**src/design/clhrp_pkg.sv**
```systemverilog
// Constants of the character display host register port
// Functional notes
// - Select and direction lines choose command write, status read, data write, data read.
// - Exactly two host registers, command and data, each eight bits wide.
// - Command register is write-only; takes instructions and RAM address values.
// - A written data byte moves by internal operation into the selected RAM cell.
// - An address command fetches the addressed byte into the data register.
// - After each data read the data register preloads the byte at the next address.
// - While busy the busy flag is one and further commands are refused.
// - Status read shows busy on the top line and pointer on the lower seven.
// - Address command loads the pointer and selects text or glyph RAM together.
// - Every data write or read steps the pointer by one, direction from entry mode.
// - Text buffer holds 80 bytes; hidden cells stay usable as storage.
// - Unshifted lines start at 00H, 40H, 14H, 54H, twenty positions each.
// - Shifting moves windows circularly over 00H-27H and 40H-67H.
// - Glyph ROM maps codes to 208 short and 32 tall patterns.
// - Write data is captured at the falling edge of the strobe.
// - Read data is driven only while the strobe is high.
// - Four-bit mode uses upper lines only, high nibble first, low nibble second.
package clhrp_pkg;
    localparam int        DATA_W       = 8;
    localparam int        AC_W         = 7;
    localparam int        TEXT_DEPTH   = 80;
    localparam int        GLYPH_DEPTH  = 64;
    localparam int        LINE_LEN     = 20;
    localparam int        BANK_LEN     = 40;
    localparam logic [6:0] BANK_HI_BASE = 7'h40;
    localparam logic [6:0] BANK_LO_TOP  = 7'h27;
    localparam logic [6:0] BANK_HI_TOP  = 7'h67;
    localparam logic [6:0] TEXT_HI_IDX  = 7'h28;
    localparam logic [5:0] LINE34_OFF   = 6'h14;
    // Select and direction encodings
    localparam logic      SEL_CMD      = 1'b0;
    localparam logic      SEL_DATA     = 1'b1;
    localparam logic      DIR_WRITE    = 1'b0;
    localparam logic      DIR_READ     = 1'b1;
    // Command decode bit positions
    localparam int        CMD_TEXT_BIT  = 7;
    localparam int        CMD_GLYPH_BIT = 6;
    localparam int        CMD_SHIFT_BIT = 4;
    localparam int        CMD_ENTRY_BIT = 2;
    localparam int        CMD_HOME_BIT  = 1;
    localparam int        SHIFT_SC_BIT  = 3;
    localparam int        SHIFT_RL_BIT  = 2;
    localparam int        ENTRY_ID_BIT  = 1;
    localparam int        ENTRY_S_BIT   = 0;
    // Reset values
    localparam logic      ENTRY_UP_RST  = 1'b1;
    localparam logic      ENTRY_S_RST   = 1'b0;
    // Glyph code classes
    localparam logic [7:0] TALL_FIRST   = 8'he0;
    // Internal operation time
    localparam int        CLK_NS       = 10;
    localparam int        BUSY_NS      = 37000;
    localparam int        BUSY_CYC     = (BUSY_NS + CLK_NS - 1) / CLK_NS;
    localparam int        BUSY_CNT_W   = 12;
endpackage

```
**src/design/clhrp_port.sv**
```systemverilog
// Host register port of the character display controller
`timescale 1ns/1ps
module clhrp_port #(
    parameter int BUSY_CYCLES = clhrp_pkg::BUSY_CYC
) (
    input  wire logic       mclk,
    input  wire logic       arst_n,
    input  wire logic       ce,
    input  wire logic       four_bit_mode,
    input  wire logic       e_pin,
    input  wire logic       register_select_line,
    input  wire logic       rw_pin,
    input  wire logic [7:0] db_i,
    output logic      [7:0] db_o,
    output logic      [7:0] db_oe,
    output logic            busy_flag,
    input  wire logic [1:0] scan_line,
    input  wire logic [4:0] scan_col,
    output logic      [7:0] scan_code,
    output logic            scan_from_glyph_ram,
    output logic            scan_tall
);
    // ****************************************
    // Helpers
    // ****************************************
    function automatic logic [6:0] text_index(input logic [6:0] a);
        if (a[6]) begin
            return a - clhrp_pkg::BANK_HI_BASE + clhrp_pkg::TEXT_HI_IDX;
        end
        // Gap between the banks maps past the end, so it never aliases the upper bank
        return (a > clhrp_pkg::BANK_LO_TOP) ? 7'h7f : a;
    endfunction

    function automatic logic [6:0] ac_step(input logic [6:0] a, input logic up,
                                           input logic glyph);
        logic [6:0] r;
        r = up ? a + 7'h01 : a - 7'h01;
        if (glyph) begin
            r = {1'b0, r[5:0]};
        end else if (up && a == clhrp_pkg::BANK_LO_TOP) begin
            r = clhrp_pkg::BANK_HI_BASE;
        end else if (up && a == clhrp_pkg::BANK_HI_TOP) begin
            r = 7'h00;
        end else if (!up && a == 7'h00) begin
            r = clhrp_pkg::BANK_HI_TOP;
        end else if (!up && a == clhrp_pkg::BANK_HI_BASE) begin
            r = clhrp_pkg::BANK_LO_TOP;
        end
        return r;
    endfunction

    // ****************************************
    // Pin synchronisers
    // ****************************************
    logic       e_s1_q, e_s2_q, e_d_q;
    logic       rs_s1_q, rs_s2_q;
    logic       rw_s1_q, rw_s2_q;
    logic [7:0] db_s1_q, db_s2_q;

    always_ff @(posedge mclk or negedge arst_n) begin
        if (!arst_n) begin
            e_s1_q  <= 1'b0;
            e_s2_q  <= 1'b0;
            e_d_q   <= 1'b0;
            rs_s1_q <= 1'b0;
            rs_s2_q <= 1'b0;
            rw_s1_q <= 1'b0;
            rw_s2_q <= 1'b0;
            db_s1_q <= 8'h00;
            db_s2_q <= 8'h00;
        end else if (ce) begin
            e_s1_q  <= e_pin;
            e_s2_q  <= e_s1_q;
            e_d_q   <= e_s2_q;
            rs_s1_q <= register_select_line;
            rs_s2_q <= rs_s1_q;
            rw_s1_q <= rw_pin;
            rw_s2_q <= rw_s1_q;
            db_s1_q <= db_i;
            db_s2_q <= db_s1_q;
        end
    end

    logic e_rise, e_fall;
    assign e_rise = e_s2_q && !e_d_q;
    assign e_fall = !e_s2_q && e_d_q;

    // ****************************************
    // Nibble pairing
    // ****************************************
    logic       nib_q;
    logic [3:0] hi_q;
    logic       acc_done;
    logic [7:0] wr_byte;

    always_ff @(posedge mclk or negedge arst_n) begin
        if (!arst_n) begin
            nib_q <= 1'b0;
            hi_q  <= 4'h0;
        end else if (ce) begin
            if (!four_bit_mode) begin
                nib_q <= 1'b0;
            end else if (e_fall) begin
                nib_q <= !nib_q;
                if (!nib_q) begin
                    hi_q <= db_s2_q[7:4];
                end
            end
        end
    end

    assign acc_done = e_fall && (!four_bit_mode || nib_q);
    assign wr_byte  = four_bit_mode ? {hi_q, db_s2_q[7:4]} : db_s2_q;

    // ****************************************
    // Access decode
    // ****************************************
    logic busy_q_n;
    logic cmd_wr, dat_wr, dat_rd;
    assign busy_q_n = !busy_flag;
    // Accesses other than status reads are dropped while busy
    assign cmd_wr = acc_done && rs_s2_q == clhrp_pkg::SEL_CMD
                 && rw_s2_q == clhrp_pkg::DIR_WRITE && busy_q_n;
    assign dat_wr = acc_done && rs_s2_q == clhrp_pkg::SEL_DATA
                 && rw_s2_q == clhrp_pkg::DIR_WRITE && busy_q_n;
    assign dat_rd = acc_done && rs_s2_q == clhrp_pkg::SEL_DATA
                 && rw_s2_q == clhrp_pkg::DIR_READ && busy_q_n;

    logic set_text, set_glyph, do_shift, do_entry, do_home;
    assign set_text  = cmd_wr && wr_byte[clhrp_pkg::CMD_TEXT_BIT];
    assign set_glyph = cmd_wr && wr_byte[7:6] == 2'b01;
    assign do_shift  = cmd_wr && wr_byte[7:5] == 3'b000 && wr_byte[clhrp_pkg::CMD_SHIFT_BIT];
    assign do_entry  = cmd_wr && wr_byte[7:3] == 5'b00000 && wr_byte[clhrp_pkg::CMD_ENTRY_BIT];
    assign do_home   = cmd_wr && wr_byte[7:2] == 6'b000000 && wr_byte[clhrp_pkg::CMD_HOME_BIT];

    // ****************************************
    // Pointer, target and entry mode
    // ****************************************
    logic [6:0] ac_q;
    logic       sel_glyph_q;
    logic       entry_up_q, entry_s_q;
    logic [5:0] shift_q;
    logic [6:0] ac_stepped;

    assign ac_stepped = ac_step(ac_q, entry_up_q, sel_glyph_q);

    always_ff @(posedge mclk or negedge arst_n) begin
        if (!arst_n) begin
            ac_q        <= 7'h00;
            sel_glyph_q <= 1'b0;
            entry_up_q  <= clhrp_pkg::ENTRY_UP_RST;
            entry_s_q   <= clhrp_pkg::ENTRY_S_RST;
        end else if (ce) begin
            if (set_text) begin
                ac_q        <= wr_byte[6:0];
                sel_glyph_q <= 1'b0;
            end else if (set_glyph) begin
                ac_q        <= {1'b0, wr_byte[5:0]};
                sel_glyph_q <= 1'b1;
            end else if (do_home) begin
                ac_q        <= 7'h00;
                sel_glyph_q <= 1'b0;
            end else if (do_shift && !wr_byte[clhrp_pkg::SHIFT_SC_BIT]) begin
                ac_q <= ac_step(ac_q, wr_byte[clhrp_pkg::SHIFT_RL_BIT], sel_glyph_q);
            end else if (dat_wr || dat_rd) begin
                ac_q <= ac_stepped;
            end
            if (do_entry) begin
                entry_up_q <= wr_byte[clhrp_pkg::ENTRY_ID_BIT];
                entry_s_q  <= wr_byte[clhrp_pkg::ENTRY_S_BIT];
            end
        end
    end

    // ****************************************
    // Display shift
    // ****************************************
    logic shift_now, shift_left;
    assign shift_now  = (do_shift && wr_byte[clhrp_pkg::SHIFT_SC_BIT])
                     || (dat_wr && entry_s_q);
    assign shift_left = do_shift ? wr_byte[clhrp_pkg::SHIFT_RL_BIT] == 1'b0 : entry_up_q;

    always_ff @(posedge mclk or negedge arst_n) begin
        if (!arst_n) begin
            shift_q <= 6'h00;
        end else if (ce) begin
            if (do_home) begin
                shift_q <= 6'h00;
            end else if (shift_now && shift_left) begin
                shift_q <= (shift_q == 6'(clhrp_pkg::BANK_LEN - 1)) ? 6'h00 : shift_q + 6'h01;
            end else if (shift_now) begin
                shift_q <= (shift_q == 6'h00) ? 6'(clhrp_pkg::BANK_LEN - 1) : shift_q - 6'h01;
            end
        end
    end

    // ****************************************
    // Busy timer
    // ****************************************
    logic [clhrp_pkg::BUSY_CNT_W-1:0] busy_cnt_q;

    always_ff @(posedge mclk or negedge arst_n) begin
        if (!arst_n) begin
            busy_cnt_q <= '0;
        end else if (ce) begin
            if (cmd_wr || dat_wr || dat_rd) begin
                busy_cnt_q <= clhrp_pkg::BUSY_CNT_W'(BUSY_CYCLES);
            end else if (busy_cnt_q != '0) begin
                busy_cnt_q <= busy_cnt_q - 1'b1;
            end
        end
    end

    assign busy_flag = busy_cnt_q != '0;

    // ****************************************
    // RAMs and data register
    // ****************************************
    logic [7:0] text_rd, glyph_rd, scan_rd, host_rd;
    logic [6:0] scan_addr;
    logic [7:0] data_q;
    logic       fetch_q;

    clhrp_ram #(.DEPTH(clhrp_pkg::TEXT_DEPTH), .AW(7)) u_text_buffer_ram (
        .mclk    (mclk),
        .ce      (ce),
        .we      (dat_wr && !sel_glyph_q),
        .waddr   (text_index(ac_q)),
        .wdata   (wr_byte),
        .raddr_a (text_index(ac_q)),
        .rdata_a (text_rd),
        .raddr_b (text_index(scan_addr)),
        .rdata_b (scan_rd)
    );

    clhrp_ram #(.DEPTH(clhrp_pkg::GLYPH_DEPTH), .AW(6)) u_custom_glyph_ram (
        .mclk    (mclk),
        .ce      (ce),
        .we      (dat_wr && sel_glyph_q),
        .waddr   (ac_q[5:0]),
        .wdata   (wr_byte),
        .raddr_a (ac_q[5:0]),
        .rdata_a (glyph_rd),
        .raddr_b (6'h00),
        .rdata_b ()
    );

    assign host_rd = sel_glyph_q ? glyph_rd : text_rd;

    always_ff @(posedge mclk or negedge arst_n) begin
        if (!arst_n) begin
            fetch_q <= 1'b0;
            data_q  <= 8'h00;
        end else if (ce) begin
            fetch_q <= set_text || set_glyph || dat_rd;
            if (dat_wr) begin
                data_q <= wr_byte;
            end else if (fetch_q) begin
                data_q <= host_rd;
            end
        end
    end

    // ****************************************
    // Read drive
    // ****************************************
    logic [7:0] out_q;
    logic [7:0] rd_byte;
    assign rd_byte = (rs_s2_q == clhrp_pkg::SEL_DATA) ? data_q : {busy_flag, ac_q};

    always_ff @(posedge mclk or negedge arst_n) begin
        if (!arst_n) begin
            out_q <= 8'h00;
        end else if (ce && e_rise) begin
            if (!four_bit_mode) begin
                out_q <= rd_byte;
            end else begin
                out_q <= nib_q ? {rd_byte[3:0], 4'h0} : {rd_byte[7:4], 4'h0};
            end
        end
    end

    // Lower lines stay quiet in four-bit mode even if out_q holds an older byte
    assign db_o  = four_bit_mode ? {out_q[7:4], 4'h0} : out_q;
    assign db_oe = (e_s2_q && e_d_q && rw_s2_q == clhrp_pkg::DIR_READ)
                 ? (four_bit_mode ? 8'hf0 : 8'hff) : 8'h00;

    // ****************************************
    // Display scan
    // ****************************************
    clhrp_pos_map u_pos_map (
        .line_sel (scan_line),
        .col      (scan_col),
        .shift    (shift_q),
        .addr     (scan_addr)
    );

    always_ff @(posedge mclk or negedge arst_n) begin
        if (!arst_n) begin
            scan_code           <= 8'h00;
            scan_from_glyph_ram <= 1'b0;
            scan_tall           <= 1'b0;
        end else if (ce) begin
            scan_code           <= scan_rd;
            scan_from_glyph_ram <= scan_rd[7:4] == 4'h0;
            scan_tall           <= scan_rd >= clhrp_pkg::TALL_FIRST;
        end
    end

    // ****************************************
    // Checks
    // ****************************************
    a_busy_after_cmd: assert property (@(posedge mclk) disable iff (!arst_n)
        (ce && cmd_wr) |=> busy_flag)
        else $error("busy flag not raised by command");
    a_busy_holds_ptr: assert property (@(posedge mclk) disable iff (!arst_n)
        busy_flag |=> $stable(ac_q))
        else $error("pointer moved while busy");
    a_addr_load_text: assert property (@(posedge mclk) disable iff (!arst_n)
        (ce && set_text) |=> (ac_q == $past(wr_byte[6:0]) && !sel_glyph_q))
        else $error("text address command not loaded");
    a_addr_fetch: assert property (@(posedge mclk) disable iff (!arst_n)
        (ce && (set_text || set_glyph)) ##1 ce[*2] |-> data_q == $past(host_rd))
        else $error("addressed byte not fetched");
    a_read_preload: assert property (@(posedge mclk) disable iff (!arst_n)
        (ce && dat_rd) ##1 ce[*2] |-> data_q == $past(host_rd))
        else $error("next byte not preloaded");
    a_ptr_step: assert property (@(posedge mclk) disable iff (!arst_n)
        (ce && (dat_wr || dat_rd)) |=> ac_q == $past(ac_stepped))
        else $error("pointer did not step");
    a_status_word: assert property (@(posedge mclk) disable iff (!arst_n)
        (ce && e_rise && !four_bit_mode && rs_s2_q == clhrp_pkg::SEL_CMD)
        |=> out_q == {$past(busy_flag), $past(ac_q)})
        else $error("status word wrong");
    a_drive_strobe: assert property (@(posedge mclk) disable iff (!arst_n)
        (db_oe != 8'h00) |-> (e_s2_q && rw_s2_q == clhrp_pkg::DIR_READ))
        else $error("data driven outside read strobe");
    a_nibble_lines: assert property (@(posedge mclk) disable iff (!arst_n)
        four_bit_mode |-> (db_oe[3:0] == 4'h0 && db_o[3:0] == 4'h0))
        else $error("lower lines used in four-bit mode");
endmodule

```
**src/design/clhrp_ram.sv**
```systemverilog
// Byte RAM with one write port and two read ports
`timescale 1ns/1ps
module clhrp_ram #(
    parameter int DEPTH = 80,
    parameter int AW    = 7
) (
    input  wire logic          mclk,
    input  wire logic          ce,
    input  wire logic          we,
    input  wire logic [AW-1:0] waddr,
    input  wire logic [7:0]    wdata,
    input  wire logic [AW-1:0] raddr_a,
    output logic      [7:0]    rdata_a,
    input  wire logic [AW-1:0] raddr_b,
    output logic      [7:0]    rdata_b
);
    logic [7:0] mem [DEPTH];

    always_ff @(posedge mclk) begin
        if (ce && we && (int'(waddr) < DEPTH)) begin
            mem[waddr] <= wdata;
        end
    end

    // Out-of-range reads return zero
    assign rdata_a = (int'(raddr_a) < DEPTH) ? mem[raddr_a] : 8'h00;
    assign rdata_b = (int'(raddr_b) < DEPTH) ? mem[raddr_b] : 8'h00;
endmodule

```
**src/design/clhrp_pos_map.sv**
```systemverilog
// Display position to text buffer address mapping
`timescale 1ns/1ps
module clhrp_pos_map (
    input  wire logic [1:0] line_sel,
    input  wire logic [4:0] col,
    input  wire logic [5:0] shift,
    output logic      [6:0] addr
);
    logic [6:0] sum;
    logic [5:0] off;

    always_comb begin
        sum = 7'({1'b0, shift}) + 7'(col) + (line_sel[1] ? 7'(clhrp_pkg::LINE34_OFF) : 7'h00);
        if (sum >= 7'(clhrp_pkg::BANK_LEN)) begin
            sum = sum - 7'(clhrp_pkg::BANK_LEN);
        end
        off  = sum[5:0];
        addr = (line_sel[0] ? clhrp_pkg::BANK_HI_BASE : 7'h00) + 7'(off);
    end
endmodule

```
**config.mk**
```make
export PLATFORM = sky130hd
export DESIGN_NAME = clhrp_port
export DESIGN_NICKNAME = d
export VERILOG_FILES = /design/src/design/clhrp_pkg.sv /design/src/design/clhrp_port.sv /design/src/design/clhrp_ram.sv /design/src/design/clhrp_pos_map.sv
export SDC_FILE = /design/constraint.sdc
export NUM_CORES = 2
export LEC_CHECK = 0
export ABC_AREA = 1
export BUFFER_PORTS_ARGS = -buffer_cell sky130_fd_sc_hd__buf_2
export CORE_AREA = 2 2 475 477
export CTS_CLUSTER_SIZE = 30
export DETAILED_ROUTE_END_ITERATION = 8
export DIE_AREA = 0 0 477 479
export GPL_ROUTABILITY_DRIVEN = 1
export PLACE_DENSITY = 0.4
export SLEW_MARGIN = 5
export SYNTH_ARGS = -nofsm -noshare
export SYNTH_HDL_FRONTEND = slang
export SYNTH_HIERARCHICAL = 1
export SYNTH_SLANG_ARGS = --single-unit
export TNS_END_PERCENT = 100
```
**constraint.sdc**
```tcl
create_clock -name mclk -period 9.27 [get_ports mclk]
set_input_delay 0 -clock mclk [delete_from_list [all_inputs] [get_ports mclk]]
set_output_delay 0 -clock mclk [all_outputs]
set_load 0.01 [all_outputs]
```
==> results.json <==
{
  "syn_avg_cell_area_um2": 9.28,
  "fin_ws_ps": 2210,
  "core_mm2": 0.224,
  "cp.required_ps": 9970,
  "hpwl_um": 127000,
  "min_path_cells": 9,
  "layout_commonest_cell": "nand2_1",
  "rows": 174,
  "place_congestion": 0.839,
  "status": "complete, no violations",
  "crit_path_max_fanout": 48,
  "arrival_ps": 7760,
  "peakVddDrop_mv": 0.166,
  "grt_pass1_wl_um": 321000,
  "fin_crit_ps": 7060,
  "drc_errors": 0,
  "worstReg2RegEnd": "scan_tall",
  "drt-wirelength-per-cell_um": 22.7,
  "cts_tree": "done",
  "fmax_ghz": 0.142,
  "start_kind": "flop",
  "final_nets": 6555,
  "setup_violations": 0,
  "die-area_mm2": 0.228,
  "die_y_um": 479,
  "critPathTopFamily": "simple AND/OR/NAND/NOR gates",
  "ff2ff_path_depth": 32,
  "drive_gt1_frac": 0.0625,
  "fin_skew_ps": 32.2,
  "slew_headroom": 0.212,
  "leakage_uw": 0.0261,
  "worst_path_max_delay_cell": "clkinv_2",
  "firstDrtPassIters": 6,
  "grt_usage": 0.186,
  "cts.clk_slew.worst_paths_ps": 60,
  "cts_made_buffers": 151,
  "antenna_found_initial": 2,
  "r2r-start": "shift_q[2]",
  "grt_max_degree": 157,
  "drt_iter0_markers": 4774,
  "p_per_area_mw_per_mm2": 228,
  "finalPower_uw": 15600,
  "crit_path_frequent_cell": "nand2_1",
  "min_from": "scan_line[0]",
  "io_buffers": 48,
  "area_growth_syn_to_layout_pct": 11.7,
  "ctsResizeCount": 0,
  "wl_um": 218000,
  "synth_area_mm2": 0.0613,
  "final_antenna_net_count": 0,
  "cts_htree_levels": 4,
  "final_hold_viol_count": 0,
  "vias": 47941,
  "cap_viol_max_count": 0,
  "cp-end-kind": "flop",
  "yosysWarningCount": 6,
  "grt_remaining_overflow": 0,
  "synthCells": 6610,
  "holdWs_ps": 224,
  "nFillCells": 23272,
  "rrSetupSlack_ps": 2210,
  "tns_ps": 0,
  "path_buf_inv": 9,
  "holdPathEnd": "scan_code[2]",
  "io_pins": 49,
  "cts-root-buf": "clkbuf_16",
  "tightest_slew_ps": 1180,
  "grt_pass1_vias": 45776,
  "dp_slack_ps": 2280,
  "clk_path_buf_depth": 3,
  "cts.sinks": 1235,
  "initial_core_util": 0.274,
  "rsz0062_at_grt": "false",
  "slew_violations": 0,
  "cp_slowest_stage_delay_ps": 1110,
  "layout_common_cells": "2218 x nand2_1, 1347 x nand3_1, 1152 x edfxtp_1",
  "clock_latency_ps": 790,
  "syn_nets": 6657,
  "finalCritPeriodShare": 0.761,
  "cp.depth": 32,
  "min_path_type": "in -> reg",
  "viasPerCell": 4.98,
  "crit_type": "reg -> reg",
  "die_w_um": 477
}
[layout make-up]
type / count / area (um^2) / share of cell area
tap: 2992 / 3740 / 0.0547
antenna: 1 / 2.50 / 0.0000365
clock inverter: 61 / 518 / 0.00756
sequential: 1235 / 36700 / 0.536
multi-input combinational: 4547 / 20500 / 0.299
inverter: 408 / 1580 / 0.0231
timing repair buffer: 165 / 1420 / 0.0208
clock buffer: 210 / 4060 / 0.0593
[state kept, by name (all words and copies together) (netlist names), 4 cells and up]
| register | cells |
|---|---|
| out_q | 8 |
| shift_q | 6 |
| data_q | 8 |
| u_text_buffer_ram/mem | 640 |
| hi_q | 4 |
| db_s1_q | 8 |
| u_custom_glyph_ram/mem | 512 |
| ac_q | 7 |
| busy_cnt_q | 12 |
| db_s2_q | 8 |
| scan_code | 8 |
[how the worst max path moves through the flow]
| stage | slack (ps) | endpoint | from |
|---|---|---|---|
| floorplan | 1710 | u_custom_glyph_ram/mem[0][7] | db_s2_q[7] |
| CTS | 2240 | scan_tall | shift_q[2] |
| global route | 1710 | scan_tall | shift_q[2] |
| finish | 2210 | scan_tall | shift_q[2] |
| global placement | 2260 | scan_tall | shift_q[2] |
| detailed placement | 2280 | scan_tall | shift_q[2] |
[metal layers]
metal  GRT usage  part of all wire  routed length (um)
met4      0.0536             0.026                5580
met2       0.290              0.45               97800
met1       0.271              0.47              102000
met5           0                 0                   0
met3      0.0225             0.060               13100
[power by group]
group | internal (uW) | switching, uW | total [uW]
Sequential | 6450 | 107 | 6550
Clock | 3180 | 2430 | 5610
Combinational | 805 | 2670 | 3480
Total | 10400 | 5210 | 15600
[worst register-to-register path: cells and delay by family (launching register included)]
kind / cells / cell delay [ps]
simple gates: 16 / 2450
buf+inv: 9 / 2190
fa+ha+maj: 4 / 1300
compound gates: 3 / 580
flops: 1 / 470
[metrics by stage]
step | utilization | instance area [um^2] | instances
CTS | 0.306 | 68500 | 9618
floorplan | - | 61300 | 6610
global placement | 0.284 | 63500 | 9306
global route | 0.306 | 68500 | 9619
detailed placement | 0.284 | 63500 | 9306
finish | 0.306 | 68500 | 9619
[repair_timing]
action,in CTS,in global routing
setup endpoints to repair,0,0
endpoints found under the hold margin,117,0
hold buffers,41,0
buffers inserted,0,0
No activity file was read; power rests on OpenSTA's default activity.
